File: src/rtl/rssc_pkg.sv
package rssc_pkg;
   // ==========================================================
   // Timing
   localparam int CLK_PERIOD_NS  = 10;
   localparam int POWERUP_DELAY_TIMER_TIME_MS   = 64;
   localparam int POWERUP_DELAY_TIMER_CYC       = (POWERUP_DELAY_TIMER_TIME_MS * 1000000 + CLK_PERIOD_NS - 1)
                                   / CLK_PERIOD_NS;
   localparam int EXEC_DELAY_CYC = 10;
   localparam int FILT_LEN_DEF   = 4;
   // ==========================================================
   // Register map (word index on the plain port)
   localparam logic [2:0] REG_BOR_CTL = 3'h0;
   localparam logic [2:0] REG_CAUSE   = 3'h1;
   localparam logic [2:0] REG_STATUS  = 3'h2;
   localparam logic [2:0] REG_PIN_CTL = 3'h3;
   // ==========================================================
   // Field positions
   localparam int SOFTWARE_MONITOR_ENABLE_BIT = 7;
   localparam int RSVD_BIT   = 6;
   localparam int RDY_BIT    = 0;
   localparam int C_OVF      = 7;
   localparam int C_UNF      = 6;
   localparam int C_WDT      = 4;
   localparam int C_PIN      = 3;
   localparam int C_RI       = 2;
   localparam int C_POR      = 1;
   localparam int C_BOR      = 0;
   localparam int TO_BIT     = 4;
   localparam int PD_BIT     = 3;
   localparam int PULL_BIT   = 0;
   localparam int GPIO_BIT   = 1;
   // ==========================================================
   // Reset values and vectors
   localparam logic [7:0]  CAUSE_POR   = 8'h1C;
   localparam logic [7:0]  CAUSE_WMASK = 8'hDF;
   localparam logic [7:0]  BORCTL_RST  = 8'h80;
   localparam logic [15:0] RESET_VEC   = 16'h0000;
   localparam logic [15:0] INT_VEC     = 16'h0004;
   // ==========================================================
   // Types
   typedef enum logic [1:0] {
      MODE_OFF     = 2'b00,
      MODE_SW      = 2'b01,
      MODE_NOSLEEP = 2'b10,
      MODE_ON      = 2'b11
   } rssc_mode_t;
   typedef enum logic [2:0] {
      ST_HOLD = 3'b000,
      ST_POWERUP_DELAY_TIMER = 3'b001,
      ST_WAIT = 3'b010,
      ST_DLY  = 3'b011,
      ST_RUN  = 3'b100
   } rssc_state_t;
endpackage

File: src/rtl/rssc_top.sv
`timescale 1ns/100ps
module rssc_top
   import rssc_pkg::*;
#(
   parameter int POWERUP_DELAY_TIMER_CYCLES = rssc_pkg::POWERUP_DELAY_TIMER_CYC,
   parameter int FILT_LEN    = rssc_pkg::FILT_LEN_DEF
) (
   // Clock and power-on reset
   input  wire logic        clk,
   input  wire logic        rst_n,
   // Configuration word bits
   input  wire rssc_pkg::rssc_mode_t supply_monitor_mode_field,
   input  wire logic        low_power_monitor_disable_cfg,
   input  wire logic        reset_pin_enable_cfg,
   input  wire logic        low_voltage_programming_cfg,
   input  wire logic        stack_reset_enable_cfg,
   input  wire logic        powerup_delay_enable_n_cfg,
   input  wire logic        osc_needs_startup_cfg,
   // Supply monitors and oscillator
   input  wire logic        brownout_trip,
   input  wire logic        low_power_supply_monitor_trip,
   input  wire logic        oscillator_startup_done,
   output logic             brownout_enable_o,
   // Core events
   input  wire logic        sleep_active,
   input  wire logic        sleep_enter,
   input  wire logic        watchdog_timeout,
   input  wire logic        watchdog_clear_instruction,
   input  wire logic        reset_instruction,
   input  wire logic        stack_overflow,
   input  wire logic        stack_underflow,
   input  wire logic        programming_exit,
   input  wire logic        interrupt_wake,
   input  wire logic        global_interrupt_enable,
   // Core control
   output logic             core_reset_n_o,
   output logic             vector_load_o,
   output logic             push_return_o,
   output logic [15:0]      vector_o,
   // External reset pin
   input  wire logic        external_reset_pin_i,
   output logic             external_reset_pin_o,
   output logic             external_reset_pin_oe,
   output logic             pin_pullup_en_o,
   output logic             pin_gpio_value_o,
   // Register port
   input  wire logic [2:0]  reg_addr,
   input  wire logic [7:0]  reg_wdata,
   input  wire logic        reg_wr,
   input  wire logic        reg_rd,
   output logic [7:0]       reg_rdata
);
   import rssc_pkg::*;

   initial begin
      if (POWERUP_DELAY_TIMER_CYCLES < 1 || FILT_LEN < 2 || FILT_LEN > 255) begin
         $error("rssc_top: unsupported parameter value");
      end
   end

   // ==========================================================
   // Declarations
   logic              pin_s1_reg;
   logic              pin_s2_reg;
   logic              filt_high_reg;
   logic [7:0]        filt_cnt_reg;
   logic [31:0]       powerup_delay_timer_cnt_reg;
   logic [3:0]        dly_cnt_reg;
   logic              powerup_delay_timer_done_reg;
   logic              power_seq_reg;
   logic              wake_pend_reg;
   logic              software_monitor_enable_reg;
   logic              rsvd_reg;
   logic              ready_reg;
   logic              pullup_sw_reg;
   logic [7:0]        cause_reg;
   logic              to_n_reg;
   logic              pd_n_reg;
   rssc_state_t       state_reg;
   logic              pin_en;
   logic              pin_req;
   logic              bor_active;
   logic              lp_req;
   logic              brown_req;
   logic              lp_por;
   logic              wdt_rst;
   logic              stk_rst;
   logic              pulse_req;
   logic              any_req;
   logic              osc_ok;
   logic              start_ok;
   logic              wr_cause;

   // ==========================================================
   // Reset sources
   assign pin_en     = low_voltage_programming_cfg | reset_pin_enable_cfg;
   assign pin_req    = pin_en & ~filt_high_reg;
   always_comb begin
      unique case (supply_monitor_mode_field)
         MODE_ON:      bor_active = 1'b1;
         MODE_NOSLEEP: bor_active = ~sleep_active;
         MODE_SW:      bor_active = software_monitor_enable_reg;
         MODE_OFF:     bor_active = 1'b0;
      endcase
   end
   // Erased configuration reads 1, which keeps the low-power monitor off
   assign lp_req     = ~low_power_monitor_disable_cfg
                       & low_power_supply_monitor_trip;
   assign brown_req  = (bor_active & brownout_trip) | lp_req;
   assign lp_por     = lp_req & (supply_monitor_mode_field == MODE_NOSLEEP);
   assign wdt_rst    = watchdog_timeout & ~sleep_active;
   assign stk_rst    = stack_reset_enable_cfg
                       & (stack_overflow | stack_underflow);
   assign pulse_req  = wdt_rst | reset_instruction | stk_rst
                       | programming_exit;
   assign any_req    = brown_req | pin_req | pulse_req;
   assign osc_ok     = ~osc_needs_startup_cfg | oscillator_startup_done;
   assign start_ok   = ~pin_req & osc_ok
                       & (powerup_delay_timer_done_reg | ~power_seq_reg);
   assign wr_cause   = reg_wr & (reg_addr == REG_CAUSE);

   // ==========================================================
   // Pin synchroniser and glitch filter
   always_ff @(posedge clk) begin
      if (!rst_n) begin
         pin_s1_reg <= 1'b1;
         pin_s2_reg <= 1'b1;
      end else begin
         pin_s1_reg <= external_reset_pin_i;
         pin_s2_reg <= pin_s1_reg;
      end
   end

   // A level must persist FILT_LEN samples before the filtered pin follows
   always_ff @(posedge clk) begin
      if (!rst_n) begin
         filt_high_reg <= 1'b1;
         filt_cnt_reg  <= 8'h00;
      end else if (pin_s2_reg == filt_high_reg) begin
         filt_cnt_reg  <= 8'h00;
      end else if (filt_cnt_reg == 8'(FILT_LEN - 1)) begin
         filt_high_reg <= pin_s2_reg;
         filt_cnt_reg  <= 8'h00;
      end else begin
         filt_cnt_reg  <= filt_cnt_reg + 8'h01;
      end
   end

   // Never drive the pin; weak pull-up follows software when pin is GPIO
   always_ff @(posedge clk) begin
      if (!rst_n) begin
         external_reset_pin_o  <= 1'b0;
         external_reset_pin_oe <= 1'b0;
         pin_pullup_en_o       <= 1'b1;
         pin_gpio_value_o      <= 1'b1;
      end else begin
         external_reset_pin_o  <= 1'b0;
         external_reset_pin_oe <= 1'b0;
         pin_pullup_en_o       <= pin_en | pullup_sw_reg;
         pin_gpio_value_o      <= pin_en ? 1'b1 : pin_s2_reg;
      end
   end

   // ==========================================================
   // Start-up sequencer
   always_ff @(posedge clk) begin
      if (!rst_n) begin
         state_reg     <= ST_HOLD;
         power_seq_reg <= 1'b1;
         powerup_delay_timer_cnt_reg  <= 32'h0000_0000;
         powerup_delay_timer_done_reg <= 1'b0;
         dly_cnt_reg   <= 4'h0;
      end else if (brown_req) begin
         state_reg     <= ST_HOLD;
         power_seq_reg <= 1'b1;
         powerup_delay_timer_done_reg <= 1'b0;
      end else begin
         unique case (state_reg)
            ST_HOLD: begin
               // Timer waits for both power-on and brown-out to release
               if (!pulse_req) begin
                  powerup_delay_timer_cnt_reg <= 32'h0000_0000;
                  if (power_seq_reg && !powerup_delay_enable_n_cfg) begin
                     state_reg <= ST_POWERUP_DELAY_TIMER;
                  end else begin
                     powerup_delay_timer_done_reg <= 1'b1;
                     state_reg     <= ST_WAIT;
                  end
               end
            end
            ST_POWERUP_DELAY_TIMER: begin
               // Runs regardless of the reset pin
               if (powerup_delay_timer_cnt_reg == 32'(POWERUP_DELAY_TIMER_CYCLES - 1)) begin
                  powerup_delay_timer_done_reg <= 1'b1;
                  state_reg     <= ST_WAIT;
               end else begin
                  powerup_delay_timer_cnt_reg  <= powerup_delay_timer_cnt_reg + 32'h0000_0001;
               end
            end
            ST_WAIT: begin
               if (start_ok) begin
                  dly_cnt_reg <= 4'(EXEC_DELAY_CYC - 1);
                  state_reg   <= ST_DLY;
               end
            end
            ST_DLY: begin
               if (any_req) begin
                  state_reg <= ST_HOLD;
               end else if (dly_cnt_reg == 4'h0) begin
                  state_reg     <= ST_RUN;
                  power_seq_reg <= 1'b0;
               end else begin
                  dly_cnt_reg <= dly_cnt_reg - 4'h1;
               end
            end
            ST_RUN: begin
               if (any_req) begin
                  state_reg <= ST_HOLD;
               end
            end
            default: state_reg <= ST_HOLD;
         endcase
      end
   end

   // Release is synchronous; assertion lags the request by one edge
   always_ff @(posedge clk) begin
      if (!rst_n) begin
         core_reset_n_o <= 1'b0;
      end else begin
         core_reset_n_o <= !any_req && ((state_reg == ST_RUN)
                           || (state_reg == ST_DLY && dly_cnt_reg == 4'h0));
      end
   end

   // ==========================================================
   // Vector load and interrupt wake
   always_ff @(posedge clk) begin
      if (!rst_n) begin
         wake_pend_reg <= 1'b0;
         vector_load_o <= 1'b0;
         push_return_o <= 1'b0;
         vector_o      <= RESET_VEC;
      end else begin
         wake_pend_reg <= interrupt_wake & sleep_active & global_interrupt_enable
                          & (state_reg == ST_RUN) & ~any_req;
         vector_load_o <= 1'b0;
         push_return_o <= 1'b0;
         if (state_reg == ST_DLY && dly_cnt_reg == 4'h0 && !any_req) begin
            vector_load_o <= 1'b1;
            vector_o      <= RESET_VEC;
         end else if (wake_pend_reg) begin
            // One instruction has run since the wake; now vector
            vector_load_o <= 1'b1;
            push_return_o <= 1'b1;
            vector_o      <= INT_VEC;
         end
      end
   end

   // ==========================================================
   // Cause flags: software write first, hardware events win
   always_ff @(posedge clk) begin
      if (!rst_n) begin
         cause_reg <= CAUSE_POR;
      end else begin
         if (wr_cause) begin
            cause_reg <= reg_wdata & CAUSE_WMASK;
         end
         if (lp_por) begin
            cause_reg <= CAUSE_POR;
         end else if (brown_req) begin
            cause_reg <= {2'b00, 1'b0, 3'b111,
                          (wr_cause ? reg_wdata[C_POR] : cause_reg[C_POR]),
                          1'b0};
         end else begin
            if (wdt_rst) cause_reg[C_WDT] <= 1'b0;
            if (pin_req && core_reset_n_o) cause_reg[C_PIN] <= 1'b0;
            if (reset_instruction) cause_reg[C_RI] <= 1'b0;
            if (stk_rst && stack_overflow) cause_reg[C_OVF] <= 1'b1;
            if (stk_rst && stack_underflow) cause_reg[C_UNF] <= 1'b1;
         end
      end
   end

   // Timeout and power-down status
   always_ff @(posedge clk) begin
      if (!rst_n) begin
         to_n_reg <= 1'b1;
         pd_n_reg <= 1'b1;
      end else if (lp_por || brown_req) begin
         to_n_reg <= 1'b1;
         pd_n_reg <= 1'b1;
      end else if (watchdog_timeout) begin
         to_n_reg <= 1'b0;
         if (sleep_active) pd_n_reg <= 1'b0;
      end else if (watchdog_clear_instruction) begin
         to_n_reg <= 1'b1;
         pd_n_reg <= 1'b1;
      end else if (sleep_enter || (sleep_active && (interrupt_wake || pin_req))) begin
         to_n_reg <= 1'b1;
         pd_n_reg <= 1'b0;
      end
   end

   // ==========================================================
   // Brown-out control and pin control registers
   always_ff @(posedge clk) begin
      if (!rst_n) begin
         software_monitor_enable_reg    <= BORCTL_RST[SOFTWARE_MONITOR_ENABLE_BIT];
         rsvd_reg      <= BORCTL_RST[RSVD_BIT];
         ready_reg     <= 1'b0;
         pullup_sw_reg <= 1'b1;
      end else begin
         ready_reg <= bor_active;
         if (brown_req) begin
            software_monitor_enable_reg <= BORCTL_RST[SOFTWARE_MONITOR_ENABLE_BIT];
            rsvd_reg   <= BORCTL_RST[RSVD_BIT];
         end else if (reg_wr && reg_addr == REG_BOR_CTL) begin
            software_monitor_enable_reg <= reg_wdata[SOFTWARE_MONITOR_ENABLE_BIT];
            rsvd_reg   <= reg_wdata[RSVD_BIT];
         end
         if (reg_wr && reg_addr == REG_PIN_CTL) begin
            pullup_sw_reg <= reg_wdata[PULL_BIT];
         end
      end
   end

   always_ff @(posedge clk) begin
      if (!rst_n) begin
         brownout_enable_o <= 1'b0;
      end else begin
         brownout_enable_o <= bor_active;
      end
   end

   // Read data stands one cycle after the strobe, zero otherwise
   always_ff @(posedge clk) begin
      if (!rst_n) begin
         reg_rdata <= 8'h00;
      end else begin
         reg_rdata <= 8'h00;
         if (reg_rd) begin
            unique case (reg_addr)
               REG_BOR_CTL: reg_rdata <= {software_monitor_enable_reg, rsvd_reg, 5'b00000, ready_reg};
               REG_CAUSE:   reg_rdata <= cause_reg;
               REG_STATUS:  reg_rdata <= {3'b000, to_n_reg, pd_n_reg, 3'b000};
               REG_PIN_CTL: reg_rdata <= {6'b000000, pin_gpio_value_o, pullup_sw_reg};
               default:     reg_rdata <= 8'h00;
            endcase
         end
      end
   end
endmodule // rssc_top

File: config.mk
export PLATFORM = sky130hd
export DESIGN_NAME = rssc_top
export DESIGN_NICKNAME = d
export VERILOG_FILES = /design/src/rtl/rssc_pkg.sv /design/src/rtl/rssc_top.sv
export SDC_FILE = /design/constraint.sdc
export NUM_CORES = 1
export LEC_CHECK = 0
export BUFFER_PORTS_ARGS = -buffer_cell sky130_fd_sc_hd__buf_2
export CAP_MARGIN = 20
export CELL_PAD_IN_SITES_DETAIL_PLACEMENT = 1
export CELL_PAD_IN_SITES_GLOBAL_PLACEMENT = 1
export CORE_MARGIN = 4
export CORE_UTILIZATION = 30
export CTS_CLUSTER_DIAMETER = 30
export DETAILED_ROUTE_END_ITERATION = 10
export GPL_TIMING_DRIVEN = 0
export HOLD_SLACK_MARGIN = 0.05
export MAX_ROUTING_LAYER = met4
export PLACE_DENSITY = 0.62
export SYNTH_ARGS = -nofsm -noshare
export SYNTH_HDL_FRONTEND = slang
export SYNTH_SLANG_ARGS = --single-unit
File: constraint.sdc
create_clock -name clk -period 6.6 [get_ports clk]
set_input_delay 0.66 -clock clk [delete_from_list [all_inputs] [get_ports clk]]
set_output_delay 0.66 -clock clk [all_outputs]
set_load 0.005 [all_outputs]
==> results.json <==
{
  "final_core_util_pct": 37.55,
  "nets": 580,
  "drt_iter0_markers": 196,
  "grt_pass1_wl_um": 19790,
  "ios": 69,
  "p_seq_share_pct": 44.0,
  "hold_class": "flip-flop to flip-flop",
  "numClockSinks": 79,
  "slew_viol_final": 0,
  "core_region_area_um2": 12770,
  "yosys_warnings": 0,
  "diodes": 0,
  "p_sw_share_pct": 22.72,
  "slew_headroom_pct": 30.54,
  "r2r_cells": 7,
  "htree_levels": 3,
  "reg2reg_slack_ns": 3.65,
  "synth_mux_area_share_pct": 3.801,
  "largest_reg_flops": 32,
  "powerDensity_nw_per_um2": 229.7,
  "cts_buffer_depth": 2,
  "numCtsBuffers": 9,
  "insertion_delay_ns": 0.35,
  "worstPathCellList": "buf_2 -> nand2b_1 -> a311o_1 -> or3_1 -> clkbuf_1 -> o21ai_0 -> buf_2 -> buf_1 -> a21oi_1",
  "power.share.clock_pct": 49.7,
  "routed_wirelength_um": 11980,
  "syn2layout_area_growth_pct": 21.41,
  "cts_tree": "done",
  "p_sw_w": 0.0002502,
  "vias": 3822,
  "remaining_drc_errors": 0,
  "hp-start": "pin_s1_reg$_SDFF_PN1_",
  "layout_commonest_cell": "dfxtp_1",
  "worst-path-max-fanout": 10,
  "pwr-share-comb_pct": 6.3,
  "fin_crit_ns": 2.945,
  "cts-resized-gates": 0,
  "peakVddDrop_uv": 188.1,
  "rsz0062_at_grt": "no",
  "initial_core_util_pct": 30.92,
  "synth_area_per_cell_um2": 8.531,
  "hold_buffers": 0,
  "synthTopCellsByArea": "dfxtp_1 (40%), or4_1 (5.3%), o31ai_1 (5.1%)",
  "crit_type": "input port to flip-flop",
  "cp_data_required_time_ns": 6.81,
  "core.rowCount": 41,
  "portBuffers": 47,
  "fillers": 1563,
  "grt_pass1_vias": 3887,
  "vias_per_cell": 5.338,
  "timing.rr.start": "powerup_delay_timer_cnt_reg[3]$_SDFFE_PN0P_",
  "track_usage_pct": 17.27,
  "period_share_pct": 44.63,
  "p_int_w": 0.0008512,
  "layout-drive-gt1-share_pct": 18.75,
  "yosys.area_share.adder_pct": 1.267,
  "synth_seq_area_share_pct": 40.04,
  "cp_top_family": "buffers and inverters",
  "root_buffer": "clkbuf_16",
  "gr-total-overflow": 0,
  "antenna_found_initial": 0,
  "gp_congestion": 0.7756,
  "layout_common_cells": "dfxtp_1 (79), buf_2 (52), nand2_1 (40)",
  "critPathLaunchType": "input port",
  "worstMarginPinSlew_ns": 1.034,
  "r2r-end": "powerup_delay_timer_cnt_reg[15]$_SDFFE_PN0P_",
  "wire_per_inst_um": 16.73,
  "die_area_um2": 15070,
  "firstDrtPassIters": 4,
  "hold_end": "pin_s2_reg$_SDFF_PN1_",
  "die_w_um": 122.7,
  "fin_worst_skew_ns": 0.008527,
  "synth-main-ff-cell": "dfxtp_1",
  "synthCells": 463,
  "cpMostUsedCell": "buf_2",
  "synth_top_family_by_area": "simple AND/OR/NAND/NOR gates",
  "synthSimpleGateAreaFrac_pct": 27.81,
  "ys_ff_latch": 79,
  "synth_compound_area_share_pct": 18.25,
  "cp_slowest_cell": "a311o_1",
  "crit_path_end_kind": "flip-flop",
  "hold_viol": 0,
  "drtAntennaViolNets": 0,
  "ys_types": 61,
  "postCtsSetupRepairBufs": 0,
  "async_flop_share_pct": 0,
  "maxCapViolCount": 0,
  "leakage_nw": 1.727,
  "synth_top_area_share_pct": 40.04,
  "finalSetupViolations": 0,
  "status": "complete, no violations",
  "hold_path_depth": 1,
  "syn_area_um2": 3950,
  "grt_max_degree": 14,
  "cts.clk_slew.worst_paths_ns": 0.06,
  "clock.fmax_mhz": 339.5,
  "cp.arrival_ns": 3.15,
  "synth_xor_area_share_pct": 1.552,
  "synth_edf_count": 0,
  "fin_tns_setup_ns": 0,
  "hpwl_um": 8986,
  "dieHeight_um": 122.7,
  "slowest_delay_ns": 0.45,
  "synth_largest_area_cell": "dfxtp_1",
  "path_buf_inv": 4
}
-- synthesized netlist by cell type (5+ instances only) --
cell,instances
nand2_1,40
o31ai_1,27
nand3_1,18
or3_1,8
buf_4,18
or4_1,28
and3_1,5
nand2b_1,5
mux2i_1,15
nand4_1,9
dfxtp_1,79
o21ai_0,8
xor2_1,5
inv_1,16
clkbuf_1,14
nor3_1,11
nor4_1,7
nor2_1,34
buf_2,5
a21oi_1,37
-- cells by family after synthesis --
logic type,count (synthesis)
and+or+nand+nor,195
xor gates and xnor gates,7
DFF,79
buffers and inverters,56
other,1
adders and majority gates,4
AOI/OAI and AO/OA,106
muxes,15
-- routing by layer --
layer	GRT usage [%]	part of all wire [%]	wire length, µm	vias to the layer above
li1	-	-	-	1855
met5	-	0	0	-
met2	26.75	47	5649	45
met1	22.42	49	5810	1910
met3	3.825	2.9	349	12
met4	5.528	1.4	167	0
-- per-stage QoR --
stage	area, µm²	power [W]	hold slack (ns)	cells	setup WS (ns)
finish	4796	0.001101	0.4263	716	3.655
CTS	4796	0.001113	0.4469	716	3.629
global route	4796	0.001144	0.4604	716	3.378
floorplan	4014	0.0005354	0.3863	480	3.971
global placement	4464	0.0005625	0.4051	699	3.322
detailed placement	4472	0.0005638	0.4262	700	3.289
-- worst max-delay path by stage --
stage / start / to / slack, ns / depth (start not counted)
2_1_floorplan: supply_monitor_mode_field[0] / powerup_delay_timer_cnt_reg[6]$_SDFFE_PN0P_ / 3.97 / 7
3_3_place_gp: supply_monitor_mode_field[0] / powerup_delay_timer_cnt_reg[27]$_SDFFE_PN0P_ / 3.32 / 9
3_5_place_dp: supply_monitor_mode_field[0] / powerup_delay_timer_cnt_reg[22]$_SDFFE_PN0P_ / 3.29 / 9
4_1_cts: powerup_delay_timer_cnt_reg[3]$_SDFFE_PN0P_ / powerup_delay_timer_cnt_reg[15]$_SDFFE_PN0P_ / 3.63 / 7
5_1_grt: powerup_delay_timer_cnt_reg[3]$_SDFFE_PN0P_ / powerup_delay_timer_cnt_reg[15]$_SDFFE_PN0P_ / 3.38 / 7
6_report: supply_monitor_mode_field[0] / powerup_delay_timer_cnt_reg[24]$_SDFFE_PN0P_ / 3.65 / 9
-- layout make-up --
cell class / count / area, µm² / area share, %
tap: 172 / 215.2 / 4.487
clock buffer: 11 / 242.7 / 5.061
buffer: 39 / 220.2 / 4.592
timing repair buffer: 48 / 242.7 / 5.061
sequential: 79 / 1582 / 32.98
clock inverter: 5 / 81.33 / 1.696
multi-input combinational: 345 / 2148 / 44.80
inverter: 17 / 63.81 / 1.331
-- power groups by stage --
stage	Sequential [W]	Combinational (W)	Clock [W]
2_1_floorplan	0.000494	0.0000410	0
3_3_place_gp	0.000495	0.0000675	0
3_5_place_dp	0.000495	0.0000686	0
4_1_cts	0.000485	0.0000688	0.000560
5_1_grt	0.000485	0.0000768	0.000582
6_report	0.000485	0.0000690	0.000548
Power figures use the tool's default switching activity.
